## config.mk

```make
export PLATFORM = sky130hd
export DESIGN_NAME = psf_status
export DESIGN_NICKNAME = d
export VERILOG_FILES = /design/src/rtl/psf_status.v /design/src/rtl/psf_adder.v /design/src/rtl/psf_bank_map.v
export VERILOG_INCLUDE_DIRS = /design/src /design/src/rtl
export SDC_FILE = /design/constraint.sdc
export NUM_CORES = 1
export LEC_CHECK = 0
export BUFFER_PORTS_ARGS = -buffer_cell sky130_fd_sc_hd__buf_4
export CAP_MARGIN = 20
export CORE_ASPECT_RATIO = 1.2
export CORE_MARGIN = 2
export CORE_UTILIZATION = 49
export DETAILED_ROUTE_END_ITERATION = 16
export PLACE_DENSITY = 0.85
export SYNTH_ARGS = -nofsm -noshare
export SYNTH_HDL_FRONTEND = slang
export SYNTH_SLANG_ARGS = --single-unit
```

## constraint.sdc

```tcl
create_clock -name pclk -period 10.5 [get_ports pclk]
set_clock_uncertainty 0.2 [all_clocks]
set_input_delay 2.625 -clock pclk [delete_from_list [all_inputs] [get_ports pclk]]
set_output_delay 2.625 -clock pclk [all_outputs]
set_load 0.01 [all_outputs]
```

## src/rtl/psf_consts.vh

```
// constants for the program status flags block
`ifndef PSF_CONSTS_VH
`define PSF_CONSTS_VH
`define PSF_ADDR_W 12
`define PSF_OFF_FLAGS 12'h0d0
`define PSF_OFF_ALU_A 12'h0d4
`define PSF_OFF_ALU_B 12'h0d8
`define PSF_OFF_ALU_CMD 12'h0dc
`define PSF_OFF_ACC 12'h0e0
`define PSF_OFF_BANK 12'h0e4
`define PSF_BIT_CY 7
`define PSF_BIT_AC 6
`define PSF_BIT_F0 5
`define PSF_BIT_RS_HI 4
`define PSF_BIT_RS_LO 3
`define PSF_BIT_OV 2
`define PSF_BIT_F1 1
`define PSF_BIT_P 0
`define PSF_FLAGS_RST 8'h00
`define PSF_DATA_RST 8'h00
`define PSF_RDATA_RST 32'h00000000
`define PSF_CMD_NONE 3'h0
`define PSF_CMD_ADD 3'h1
`define PSF_CMD_ADDC 3'h2
`define PSF_CMD_SUBB 3'h3
`define PSF_BOP_NONE 3'h0
`define PSF_BOP_SETC 3'h1
`define PSF_BOP_CLRC 3'h2
`define PSF_BOP_CPLC 3'h3
`define PSF_BOP_ANL 3'h4
`define PSF_BOP_ORL 3'h5
`define PSF_BOP_MOVC 3'h6
`define PSF_BOP_ANLN 3'h7
`endif

```

## src/rtl/psf_status.v

```verilog
// program status flags register with apb access and core update ports
//
// Summary of operation
// - carry flag, bit 7, is set by a carry out of the alu.
// - bit instructions use the carry flag as one-bit accumulator operand and result.
// - half-carry flag, bit 6, records carry or borrow across the nibble boundary.
// - bit 5 is a user flag, written only by software.
// - overflow flag, bit 2, is carry out of bit 7 xor carry out of bit 6.
// - bit 1 is a second user flag, written only by software.
// - bit 0 always shows odd parity of the accumulator.
`timescale 1ns/1ps
`include "psf_consts.vh"
module psf_status (
	// apb
	input wire pclk,
	input wire presetn,
	input wire psel,
	input wire penable,
	input wire pwrite,
	input wire [11:0] paddr,
	input wire [31:0] pwdata,
	input wire [3:0] pstrb,
	output wire [31:0] prdata,
	output wire pready,
	output wire pslverr,
	// core alu request
	input wire alu_go,
	input wire [2:0] alu_cmd,
	input wire [7:0] alu_a,
	input wire [7:0] alu_b,
	// core bit instruction request
	input wire bit_go,
	input wire [2:0] bit_op,
	input wire bit_operand,
	// core accumulator write
	input wire acc_we,
	input wire [7:0] acc_wdata,
	// core register index
	input wire [2:0] reg_index,
	// status outputs
	output wire [7:0] status_flags,
	output wire [7:0] alu_result,
	output wire [7:0] acc_value,
	output wire [4:0] reg_addr,
	output wire bit_result
);
	reg [7:0] flags_q;
	reg [7:0] flags_d;
	reg [7:0] acc_q;
	reg [7:0] acc_d;
	reg [7:0] res_q;
	reg [7:0] res_d;
	reg [7:0] sw_a_q;
	reg [7:0] sw_b_q;
	reg [31:0] rdata_q;
	reg [31:0] rdata_d;
	wire apb_wr;
	wire apb_rd;
	wire hit;
	wire sw_go;
	wire [2:0] cmd_eff;
	wire [7:0] a_eff;
	wire [7:0] b_eff;
	wire [7:0] sum;
	wire cy_out;
	wire ac_out;
	wire ov_out;
	wire do_alu;
	// per-register write strobes
	wire wr_flags;
	wire wr_op_a;
	wire wr_op_b;
	wire wr_cmd;
	wire wr_acc;
	wire wr_bank;
	wire alu_carry_in;
	wire alu_subtract;
	wire [1:0] bank_sel;

	function addr_mapped;
		input [11:0] a;
		begin
			addr_mapped = (a == `PSF_OFF_FLAGS) || (a == `PSF_OFF_ALU_A) ||
				(a == `PSF_OFF_ALU_B) || (a == `PSF_OFF_ALU_CMD) ||
				(a == `PSF_OFF_ACC) || (a == `PSF_OFF_BANK);
		end
	endfunction

	function parity8;
		input [7:0] v;
		begin
			parity8 = ^v;
		end
	endfunction

	// only the three arithmetic codes run the adder; spare codes do nothing
	function cmd_valid;
		input [2:0] c;
		begin
			case (c)
				`PSF_CMD_ADD: cmd_valid = 1'b1;
				`PSF_CMD_ADDC: cmd_valid = 1'b1;
				`PSF_CMD_SUBB: cmd_valid = 1'b1;
				default: cmd_valid = 1'b0;
			endcase
		end
	endfunction

	// plain add starts from zero, add with carry and subtract chain the flag
	function carry_select;
		input [2:0] c;
		input cy;
		begin
			case (c)
				`PSF_CMD_ADD: carry_select = 1'b0;
				default: carry_select = cy;
			endcase
		end
	endfunction

	// new carry for a single-bit instruction; the carry is operand and result
	function bit_apply;
		input [2:0] op;
		input cy;
		input opd;
		begin
			case (op)
				`PSF_BOP_SETC: bit_apply = 1'b1;
				`PSF_BOP_CLRC: bit_apply = 1'b0;
				`PSF_BOP_CPLC: bit_apply = ~cy;
				`PSF_BOP_ANL: bit_apply = cy & opd;
				`PSF_BOP_ORL: bit_apply = cy | opd;
				`PSF_BOP_MOVC: bit_apply = opd;
				`PSF_BOP_ANLN: bit_apply = cy & ~opd;
				default: bit_apply = cy;
			endcase
		end
	endfunction

	// read value of one register, zero above the byte
	function [31:0] read_mux;
		input [11:0] a;
		input [7:0] flags;
		input [7:0] op_a;
		input [7:0] op_b;
		input [7:0] res;
		input [7:0] acc;
		begin
			case (a)
				`PSF_OFF_FLAGS: read_mux = {24'h000000, flags};
				`PSF_OFF_ALU_A: read_mux = {24'h000000, op_a};
				`PSF_OFF_ALU_B: read_mux = {24'h000000, op_b};
				`PSF_OFF_ALU_CMD: read_mux = {24'h000000, res};
				`PSF_OFF_ACC: read_mux = {24'h000000, acc};
				`PSF_OFF_BANK: read_mux = {30'h0, flags[`PSF_BIT_RS_HI:`PSF_BIT_RS_LO]};
				default: read_mux = 32'h00000000;
			endcase
		end
	endfunction

	assign apb_wr = psel && penable && pwrite && pstrb[0];
	assign apb_rd = psel && !penable && !pwrite;
	assign hit = addr_mapped(paddr);
	assign pready = 1'b1;
	assign pslverr = psel && penable && !hit;
	assign prdata = rdata_q;
	// one write strobe per register, each taken at the access-phase edge
	assign wr_flags = apb_wr && (paddr == `PSF_OFF_FLAGS);
	assign wr_op_a = apb_wr && (paddr == `PSF_OFF_ALU_A);
	assign wr_op_b = apb_wr && (paddr == `PSF_OFF_ALU_B);
	assign wr_cmd = apb_wr && (paddr == `PSF_OFF_ALU_CMD);
	assign wr_acc = apb_wr && (paddr == `PSF_OFF_ACC);
	assign wr_bank = apb_wr && (paddr == `PSF_OFF_BANK);
	// software may start an alu step by writing a command
	assign sw_go = wr_cmd;
	// a core request wins over a software command in the same cycle
	assign cmd_eff = alu_go ? alu_cmd : pwdata[2:0];
	assign a_eff = alu_go ? alu_a : sw_a_q;
	assign b_eff = alu_go ? alu_b : sw_b_q;
	assign do_alu = (alu_go || sw_go) && cmd_valid(cmd_eff);
	assign alu_carry_in = carry_select(cmd_eff, flags_q[`PSF_BIT_CY]);
	assign alu_subtract = (cmd_eff == `PSF_CMD_SUBB);
	assign bank_sel = flags_q[`PSF_BIT_RS_HI:`PSF_BIT_RS_LO];

	psf_adder u_adder (
		.op_a(a_eff),
		.op_b(b_eff),
		.carry_in(alu_carry_in),
		.subtract(alu_subtract),
		.result(sum),
		.carry_out(cy_out),
		.half_carry(ac_out),
		.overflow(ov_out)
	);

	psf_bank_map u_bank (
		.bank_sel(bank_sel),
		.reg_index(reg_index),
		.reg_addr(reg_addr)
	);

	always @* begin
		flags_d = flags_q;
		acc_d = acc_q;
		res_d = res_q;
		// software write first; parity bit is read only
		if (wr_flags) begin
			flags_d[7:1] = pwdata[7:1];
		end
		if (wr_bank) begin
			flags_d[`PSF_BIT_RS_HI:`PSF_BIT_RS_LO] = pwdata[1:0];
		end
		// core load and alu result come later so that they win
		// hardware carry, half carry and overflow override a same-cycle write
		if (wr_acc) begin
			acc_d = pwdata[7:0];
		end
		if (acc_we) begin
			acc_d = acc_wdata;
		end
		if (do_alu) begin
			res_d = sum;
			acc_d = sum;
			flags_d[`PSF_BIT_CY] = cy_out;
			flags_d[`PSF_BIT_AC] = ac_out;
			flags_d[`PSF_BIT_OV] = ov_out;
		end else if (bit_go) begin
			flags_d[`PSF_BIT_CY] = bit_apply(bit_op, flags_q[`PSF_BIT_CY], bit_operand);
		end
		flags_d[`PSF_BIT_P] = parity8(acc_d);
	end

	always @* begin
		rdata_d = rdata_q;
		// captured in the setup cycle, held through the access phase
		if (apb_rd) begin
			rdata_d = read_mux(paddr, flags_q, sw_a_q, sw_b_q, res_q, acc_q);
		end
	end

	// status word
	always @(posedge pclk or negedge presetn) begin
		if (!presetn) begin
			flags_q <= `PSF_FLAGS_RST;
		end else begin
			flags_q <= flags_d;
		end
	end

	// accumulator copy, kept so that parity can follow it
	always @(posedge pclk or negedge presetn) begin
		if (!presetn) begin
			acc_q <= `PSF_DATA_RST;
		end else begin
			acc_q <= acc_d;
		end
	end

	// last alu result
	always @(posedge pclk or negedge presetn) begin
		if (!presetn) begin
			res_q <= `PSF_DATA_RST;
		end else begin
			res_q <= res_d;
		end
	end

	// software operand a, only changed by a software write
	always @(posedge pclk or negedge presetn) begin
		if (!presetn) begin
			sw_a_q <= `PSF_DATA_RST;
		end else if (wr_op_a) begin
			sw_a_q <= pwdata[7:0];
		end
	end

	// software operand b, only changed by a software write
	always @(posedge pclk or negedge presetn) begin
		if (!presetn) begin
			sw_b_q <= `PSF_DATA_RST;
		end else if (wr_op_b) begin
			sw_b_q <= pwdata[7:0];
		end
	end

	// read data register behind prdata
	always @(posedge pclk or negedge presetn) begin
		if (!presetn) begin
			rdata_q <= `PSF_RDATA_RST;
		end else begin
			rdata_q <= rdata_d;
		end
	end

	assign status_flags = flags_q;
	assign alu_result = res_q;
	assign acc_value = acc_q;
	assign bit_result = flags_q[`PSF_BIT_CY];
endmodule // psf_status

```

## src/rtl/psf_adder.v

```verilog
// eight-bit adder/subtractor with nibble and bit-six carries
`timescale 1ns/1ps
module psf_adder (
	// operands
	input wire [7:0] op_a,
	input wire [7:0] op_b,
	input wire carry_in,
	input wire subtract,
	// results
	output wire [7:0] result,
	output wire carry_out,
	output wire half_carry,
	output wire overflow
);
	wire [7:0] b_eff;
	wire cin_eff;
	wire [4:0] low_sum;
	wire [3:0] mid_sum;
	wire [1:0] top_sum;
	// subtraction adds the complement; borrows are inverted carries
	assign b_eff = subtract ? ~op_b : op_b;
	assign cin_eff = subtract ? ~carry_in : carry_in;
	assign low_sum = {1'b0, op_a[3:0]} + {1'b0, b_eff[3:0]} + {4'h0, cin_eff};
	assign mid_sum = {1'b0, op_a[6:4]} + {1'b0, b_eff[6:4]} + {3'h0, low_sum[4]};
	assign top_sum = {1'b0, op_a[7]} + {1'b0, b_eff[7]} + {1'b0, mid_sum[3]};
	assign result = {top_sum[0], mid_sum[2:0], low_sum[3:0]};
	assign carry_out = subtract ? ~top_sum[1] : top_sum[1];
	assign half_carry = subtract ? ~low_sum[4] : low_sum[4];
	// carry from bit 7 differs from carry from bit 6
	assign overflow = top_sum[1] ^ mid_sum[3];
endmodule // psf_adder

```

## src/rtl/psf_bank_map.v

```verilog
// working register bank address mapping
`timescale 1ns/1ps
module psf_bank_map (
	// bank and register index
	input wire [1:0] bank_sel,
	input wire [2:0] reg_index,
	// direct address of the register
	output wire [4:0] reg_addr
);
	assign reg_addr = {bank_sel, reg_index};
endmodule // psf_bank_map

```

==> impl_results.html <==
<table>
<tr><th>Metric</th><th>Value</th></tr>
<tr><th colspan="2">Outcome</th></tr>
<tr><td>Run status</td><td>finished clean</td></tr>
<tr><th colspan="2">Run</th></tr>
<tr><td>Max-capacitance violation count</td><td>0</td></tr>
<tr><th colspan="2">Finish</th></tr>
<tr><td>Count of antenna diodes in the layout</td><td>0</td></tr>
<tr><td>Area delta synth-&gt;final</td><td>22.8%</td></tr>
<tr><td>Util after Layout</td><td>0.612</td></tr>
<tr><td>Ratio of cells with drive above 1 in the final layout</td><td>0.335</td></tr>
<tr><td>Number of nets at the end of the flow</td><td>520</td></tr>
<tr><th colspan="2">Yosys</th></tr>
<tr><td>Syn Inst Count</td><td>between 300 and 400</td></tr>
<tr><td>Top-count cell post-synth</td><td>sky130_fd_sc_hd__dfrtp_1</td></tr>
<tr><td>Sequential-to-total area share from yosys stat</td><td>0.356</td></tr>
<tr><td>Commonest cells in the synthesized netlist</td><td>48 x sky130_fd_sc_hd__dfrtp_1, 38 x sky130_fd_sc_hd__nand2_1, 33 x sky130_fd_sc_hd__buf_4, 29 x sky130_fd_sc_hd__mux2i_1, 27 x sky130_fd_sc_hd__mux2_2</td></tr>
<tr><td>Mapped cell area</td><td>~3400 um2</td></tr>
<tr><td>Number of enable flip-flop cells after synthesis</td><td>0</td></tr>
<tr><td>Top post-synthesis cells by area</td><td>sky130_fd_sc_hd__dfrtp_1 36%, sky130_fd_sc_hd__mux2_2 9.0%, sky130_fd_sc_hd__mux2i_1 8.6%</td></tr>
<tr><td>Register bit total from synthesis</td><td>48</td></tr>
<tr><td>Post-synthesis average cell area</td><td>10.1 um2</td></tr>
<tr><td>Share of flip-flops with an asynchronous set or reset</td><td>1.00</td></tr>
<tr><td>Area fraction of the dominant cell type after synthesis</td><td>0.356</td></tr>
<tr><td>Primary FF master, synth</td><td>sky130_fd_sc_hd__dfrtp_1</td></tr>
<tr><td>Cell type with the largest total area after synthesis</td><td>sky130_fd_sc_hd__dfrtp_1</td></tr>
<tr><td>Synth Warn #</td><td>0</td></tr>
<tr><td>Count of unique library cells instantiated by Yosys</td><td>52</td></tr>
<tr><th colspan="2">Floorplanning</th></tr>
<tr><td>X dimension of the die</td><td>79.8 um</td></tr>
<tr><td>I/O pin total</td><td>roughly 150</td></tr>
<tr><td>Total die area</td><td>7570 um2</td></tr>
<tr><td>Initial core utilization</td><td>0.498</td></tr>
<tr><td>Vertical die dimension</td><td>94.9 um</td></tr>
<tr><td>Placeable core region</td><td>6770 um2</td></tr>
<tr><td>Standard-cell rows</td><td>33</td></tr>
<tr><th colspan="2">Clock tree</th></tr>
<tr><td>Cell chosen for the clock root</td><td>sky130_fd_sc_hd__clkbuf_8</td></tr>
<tr><td>Post-cts hold buffer count</td><td>0</td></tr>
<tr><td>Source-to-sink clock delay at the later pin of the worst-skew pair</td><td>0.32 ns</td></tr>
<tr><td>Clock tree from TritonCTS</td><td>built</td></tr>
<tr><td>Clock transition at path regs</td><td>0.10 ns</td></tr>
<tr><td>Number of gates resized after CTS</td><td>0</td></tr>
<tr><td>Post-CTS setup buffers</td><td>0</td></tr>
<tr><td>Clock tree buffer depth</td><td>2</td></tr>
<tr><td>Number of clock sinks</td><td>48</td></tr>
<tr><td>H-tree level count</td><td>2</td></tr>
<tr><td>Total clock buffers created by CTS</td><td>5</td></tr>
<tr><th colspan="2">STA</th></tr>
<tr><td>Period utilisation layout</td><td>0.713</td></tr>
<tr><td>Number of max-slew violations in the final report</td><td>0</td></tr>
<tr><td>Post-layout minimum cycle time</td><td>between 7 and 8 ns</td></tr>
<tr><td>Actual transition at the worst max-transition pin</td><td>0.836 ns</td></tr>
<tr><td>Final count of negative-setup-slack endpoints</td><td>0</td></tr>
<tr><td>Highest Clock Rate</td><td>134 MHz</td></tr>
<tr><td>Setup repair after global routing missed its margin</td><td>no</td></tr>
<tr><td>Fin. Hold Viols</td><td>0</td></tr>
<tr><td>Slew Limit Headroom</td><td>0.440</td></tr>
<tr><td>Setup slack after layout</td><td>around 3 ns</td></tr>
<tr><td>Sum of negative setup slack</td><td>0 ns</td></tr>
<tr><th colspan="2">Min path</th></tr>
<tr><td>Origin of the worst min-delay path</td><td>prdata[2]</td></tr>
<tr><td>Class of the most critical hold timing path</td><td>reg2reg</td></tr>
<tr><td>Worst Hold Depth</td><td>2</td></tr>
<tr><td>Destination of the worst hold path</td><td>prdata[2]</td></tr>
<tr><th colspan="2">Setup path</th></tr>
<tr><td>Max stage delay cell, worst path</td><td>sky130_fd_sc_hd__nor2_2</td></tr>
<tr><td>Critical path class</td><td>in2reg</td></tr>
<tr><td>Critical path cell sequence</td><td>buf_4, nor2b_1, a22oi_1, nor2_2, xor2_1, fa_1, inv_1, fa_1, nand2_1, nand2_1, a21o_1, fa_1, a21o_1, a21oi_1, fa_1, a21boi_0, xnor2_1, xnor3_1</td></tr>
<tr><td>Number of cells on the worst reg-to-reg path</td><td>15</td></tr>
<tr><td>Internal reg-to-reg setup slack</td><td>6.01 ns</td></tr>
<tr><td>Crit start category</td><td>primary input</td></tr>
<tr><td>Family with the most delay on the worst path</td><td>adder cells</td></tr>
<tr><td>Launch point of the worst reg-to-reg path</td><td>sw_b_q[0]</td></tr>
<tr><td>Reg-to-reg critical path endpoint</td><td>status_flags[0]</td></tr>
<tr><td>Worst Setup End Kind</td><td>flip-flop</td></tr>
<tr><td>Data required time at the worst endpoint</td><td>10.50 ns</td></tr>
<tr><td>Top cell by count, worst path</td><td>sky130_fd_sc_hd__fa_1</td></tr>
<tr><td>Largest fanout on the critical path</td><td>19</td></tr>
<tr><td>Arrival time of data at the critical path endpoint</td><td>about 7.5 ns</td></tr>
<tr><td>CP bufs+invs</td><td>2</td></tr>
<tr><td>Largest stage delay, worst path</td><td>0.61 ns</td></tr>
<tr><th colspan="2">Global routing</th></tr>
<tr><td>Antenna violations before repair</td><td>0</td></tr>
<tr><td>Number of global-route vias before repair</td><td>2,885</td></tr>
<tr><td>Maximum number of pins on one net before global-route repair</td><td>49</td></tr>
<tr><td>Total routing resource utilization after global routing</td><td>0.241</td></tr>
<tr><td>First-pass GRT wire length</td><td>13,900 um</td></tr>
<tr><td>GR Overflow Total</td><td>0</td></tr>
<tr><th colspan="2">Route</th></tr>
<tr><td>Total via count after detailed routing</td><td>between 2,000 and 3,000</td></tr>
<tr><td>Total Wirelength</td><td>between 8000 and 9000 um</td></tr>
<tr><td>Vias per std cell</td><td>between 5 and 6</td></tr>
<tr><td>DRC violation count after routing</td><td>0</td></tr>
<tr><td>Iteration-0 DRC Markers</td><td>206</td></tr>
<tr><td>Per-cell routed wire length</td><td>17.6 um</td></tr>
<tr><td>Number of nets with antenna violations after routing</td><td>0</td></tr>
<tr><td>First-pass iteration count of the detailed router</td><td>4</td></tr>
<tr><th colspan="2">Power</th></tr>
<tr><td>Total power per unit cell area</td><td>between 100 and 150 nW/um2</td></tr>
<tr><td>Power Total</td><td>~540 uW</td></tr>
<tr><td>Leakage</td><td>2.05 nW</td></tr>
<tr><td>Peak supply drop</td><td>roughly 75 uV</td></tr>
<tr><th colspan="2">Place</th></tr>
<tr><td>Routability congestion estimate</td><td>0.905</td></tr>
<tr><td>Final HPWL from detailed placement</td><td>6840 um</td></tr>
<tr><td>Worst setup slack before clock tree synthesis</td><td>2.75 ns</td></tr>
<tr><td># port buffers</td><td>95</td></tr>
</table>
cell usage in the layout (no fill, tap or decap), types with 3 or more instances in the layout:
cell,count
sky130_fd_sc_hd__mux2_2,27
sky130_fd_sc_hd__inv_1,3
sky130_fd_sc_hd__xnor2_1,8
sky130_fd_sc_hd__nor2_1,25
sky130_fd_sc_hd__o21ai_1,4
sky130_fd_sc_hd__a22o_1,3
sky130_fd_sc_hd__nand2_1,38
sky130_fd_sc_hd__fa_1,5
sky130_fd_sc_hd__a211oi_1,3
sky130_fd_sc_hd__a221oi_1,5
sky130_fd_sc_hd__mux2i_1,29
sky130_fd_sc_hd__buf_4,96
sky130_fd_sc_hd__clkbuf_8,5
sky130_fd_sc_hd__nand4_1,5
sky130_fd_sc_hd__a21oi_1,14
sky130_fd_sc_hd__nor2b_1,3
sky130_fd_sc_hd__dfrtp_1,48
sky130_fd_sc_hd__o21ai_0,21
sky130_fd_sc_hd__a21o_1,4
sky130_fd_sc_hd__xor2_1,7
sky130_fd_sc_hd__ha_1,5
sky130_fd_sc_hd__conb_1,25
power breakdown:
part	internal, mW	switching, mW	total (mW)
logic	0.0787	0.0748	0.153
registers	0.202	0.0173	0.219
clock network	0.0959	0.0687	0.165
cell families (layout without fill, tap and decap cells):
group	after synthesis	in the layout	share of synthesized area
simple gates	87	87	0.134
compound gates	68	68	0.135
mux	58	58	0.183
flops	48	48	0.356
buf+inv	45	108	0.0897
xor+xnor	17	17	0.0523
fa+ha+maj	10	10	0.0482
other cells	2	25	0.00223
through the flow:
stage          cell area, um2  std cells  hold WS [ns]
2_1_floorplan            3460        358         0.298
3_3_place_gp             4010        500         0.266
3_5_place_dp             4010        500         0.274
4_1_cts                  4150        508         0.296
5_1_grt                  4150        508         0.313
6_report                 4150        508         0.288
sequential cells by signal, summed over array words and instances (netlist names):
register      count
sw_a_q            8
prdata            8
sw_b_q            8
acc_value         8
alu_result        8
status_flags      8
per-layer routing:
metal,vias to the layer above,track usage,wire length (um)
met5,-,0,0
met4,0,0.119,329
met3,30,0.0554,755
met2,130,0.416,4490
met1,1373,0.282,3370
li1,1314,-,-
worst register-to-register path: stages (launching register included):
cell and delay (ns):
sky130_fd_sc_hd__dfrtp_1 0.40, sky130_fd_sc_hd__mux2i_1 0.22, sky130_fd_sc_hd__xor2_1 0.23, sky130_fd_sc_hd__fa_1 0.23, sky130_fd_sc_hd__inv_1 0.06, sky130_fd_sc_hd__fa_1 0.37
sky130_fd_sc_hd__nand2_1 0.10, sky130_fd_sc_hd__nand2_1 0.06, sky130_fd_sc_hd__a21o_1 0.22, sky130_fd_sc_hd__fa_1 0.46, sky130_fd_sc_hd__a21o_1 0.21, sky130_fd_sc_hd__a21oi_1 0.29
sky130_fd_sc_hd__fa_1 0.49, sky130_fd_sc_hd__a21boi_0 0.32, sky130_fd_sc_hd__xnor2_1 0.19, sky130_fd_sc_hd__xnor3_1 0.34
how the worst max path moves through the flow:
stage | from | endpoint | slack, ns | cells past startpoint
finish | alu_go | status_flags[0] | 3.02 | 18
global route | alu_go | status_flags[0] | 2.80 | 18
CTS | alu_go | status_flags[0] | 3.07 | 18
detailed placement | alu_go | status_flags[0] | 2.75 | 18
global placement | alu_go | status_flags[0] | 2.87 | 18
floorplan | alu_go | status_flags[0] | 3.41 | 18
area by class of cell:
type,instances,area [um2]
Clock buffer,5,68.8
Clock inverter,3,68.8
Fill cell,589,2630
Inverter,4,15.0
Multi-Input combinational cell,265,1960
Sequential cell,48,1200
Tap cell,87,109
Timing Repair Buffer,96,721
Power figures use the tool's default switching activity.
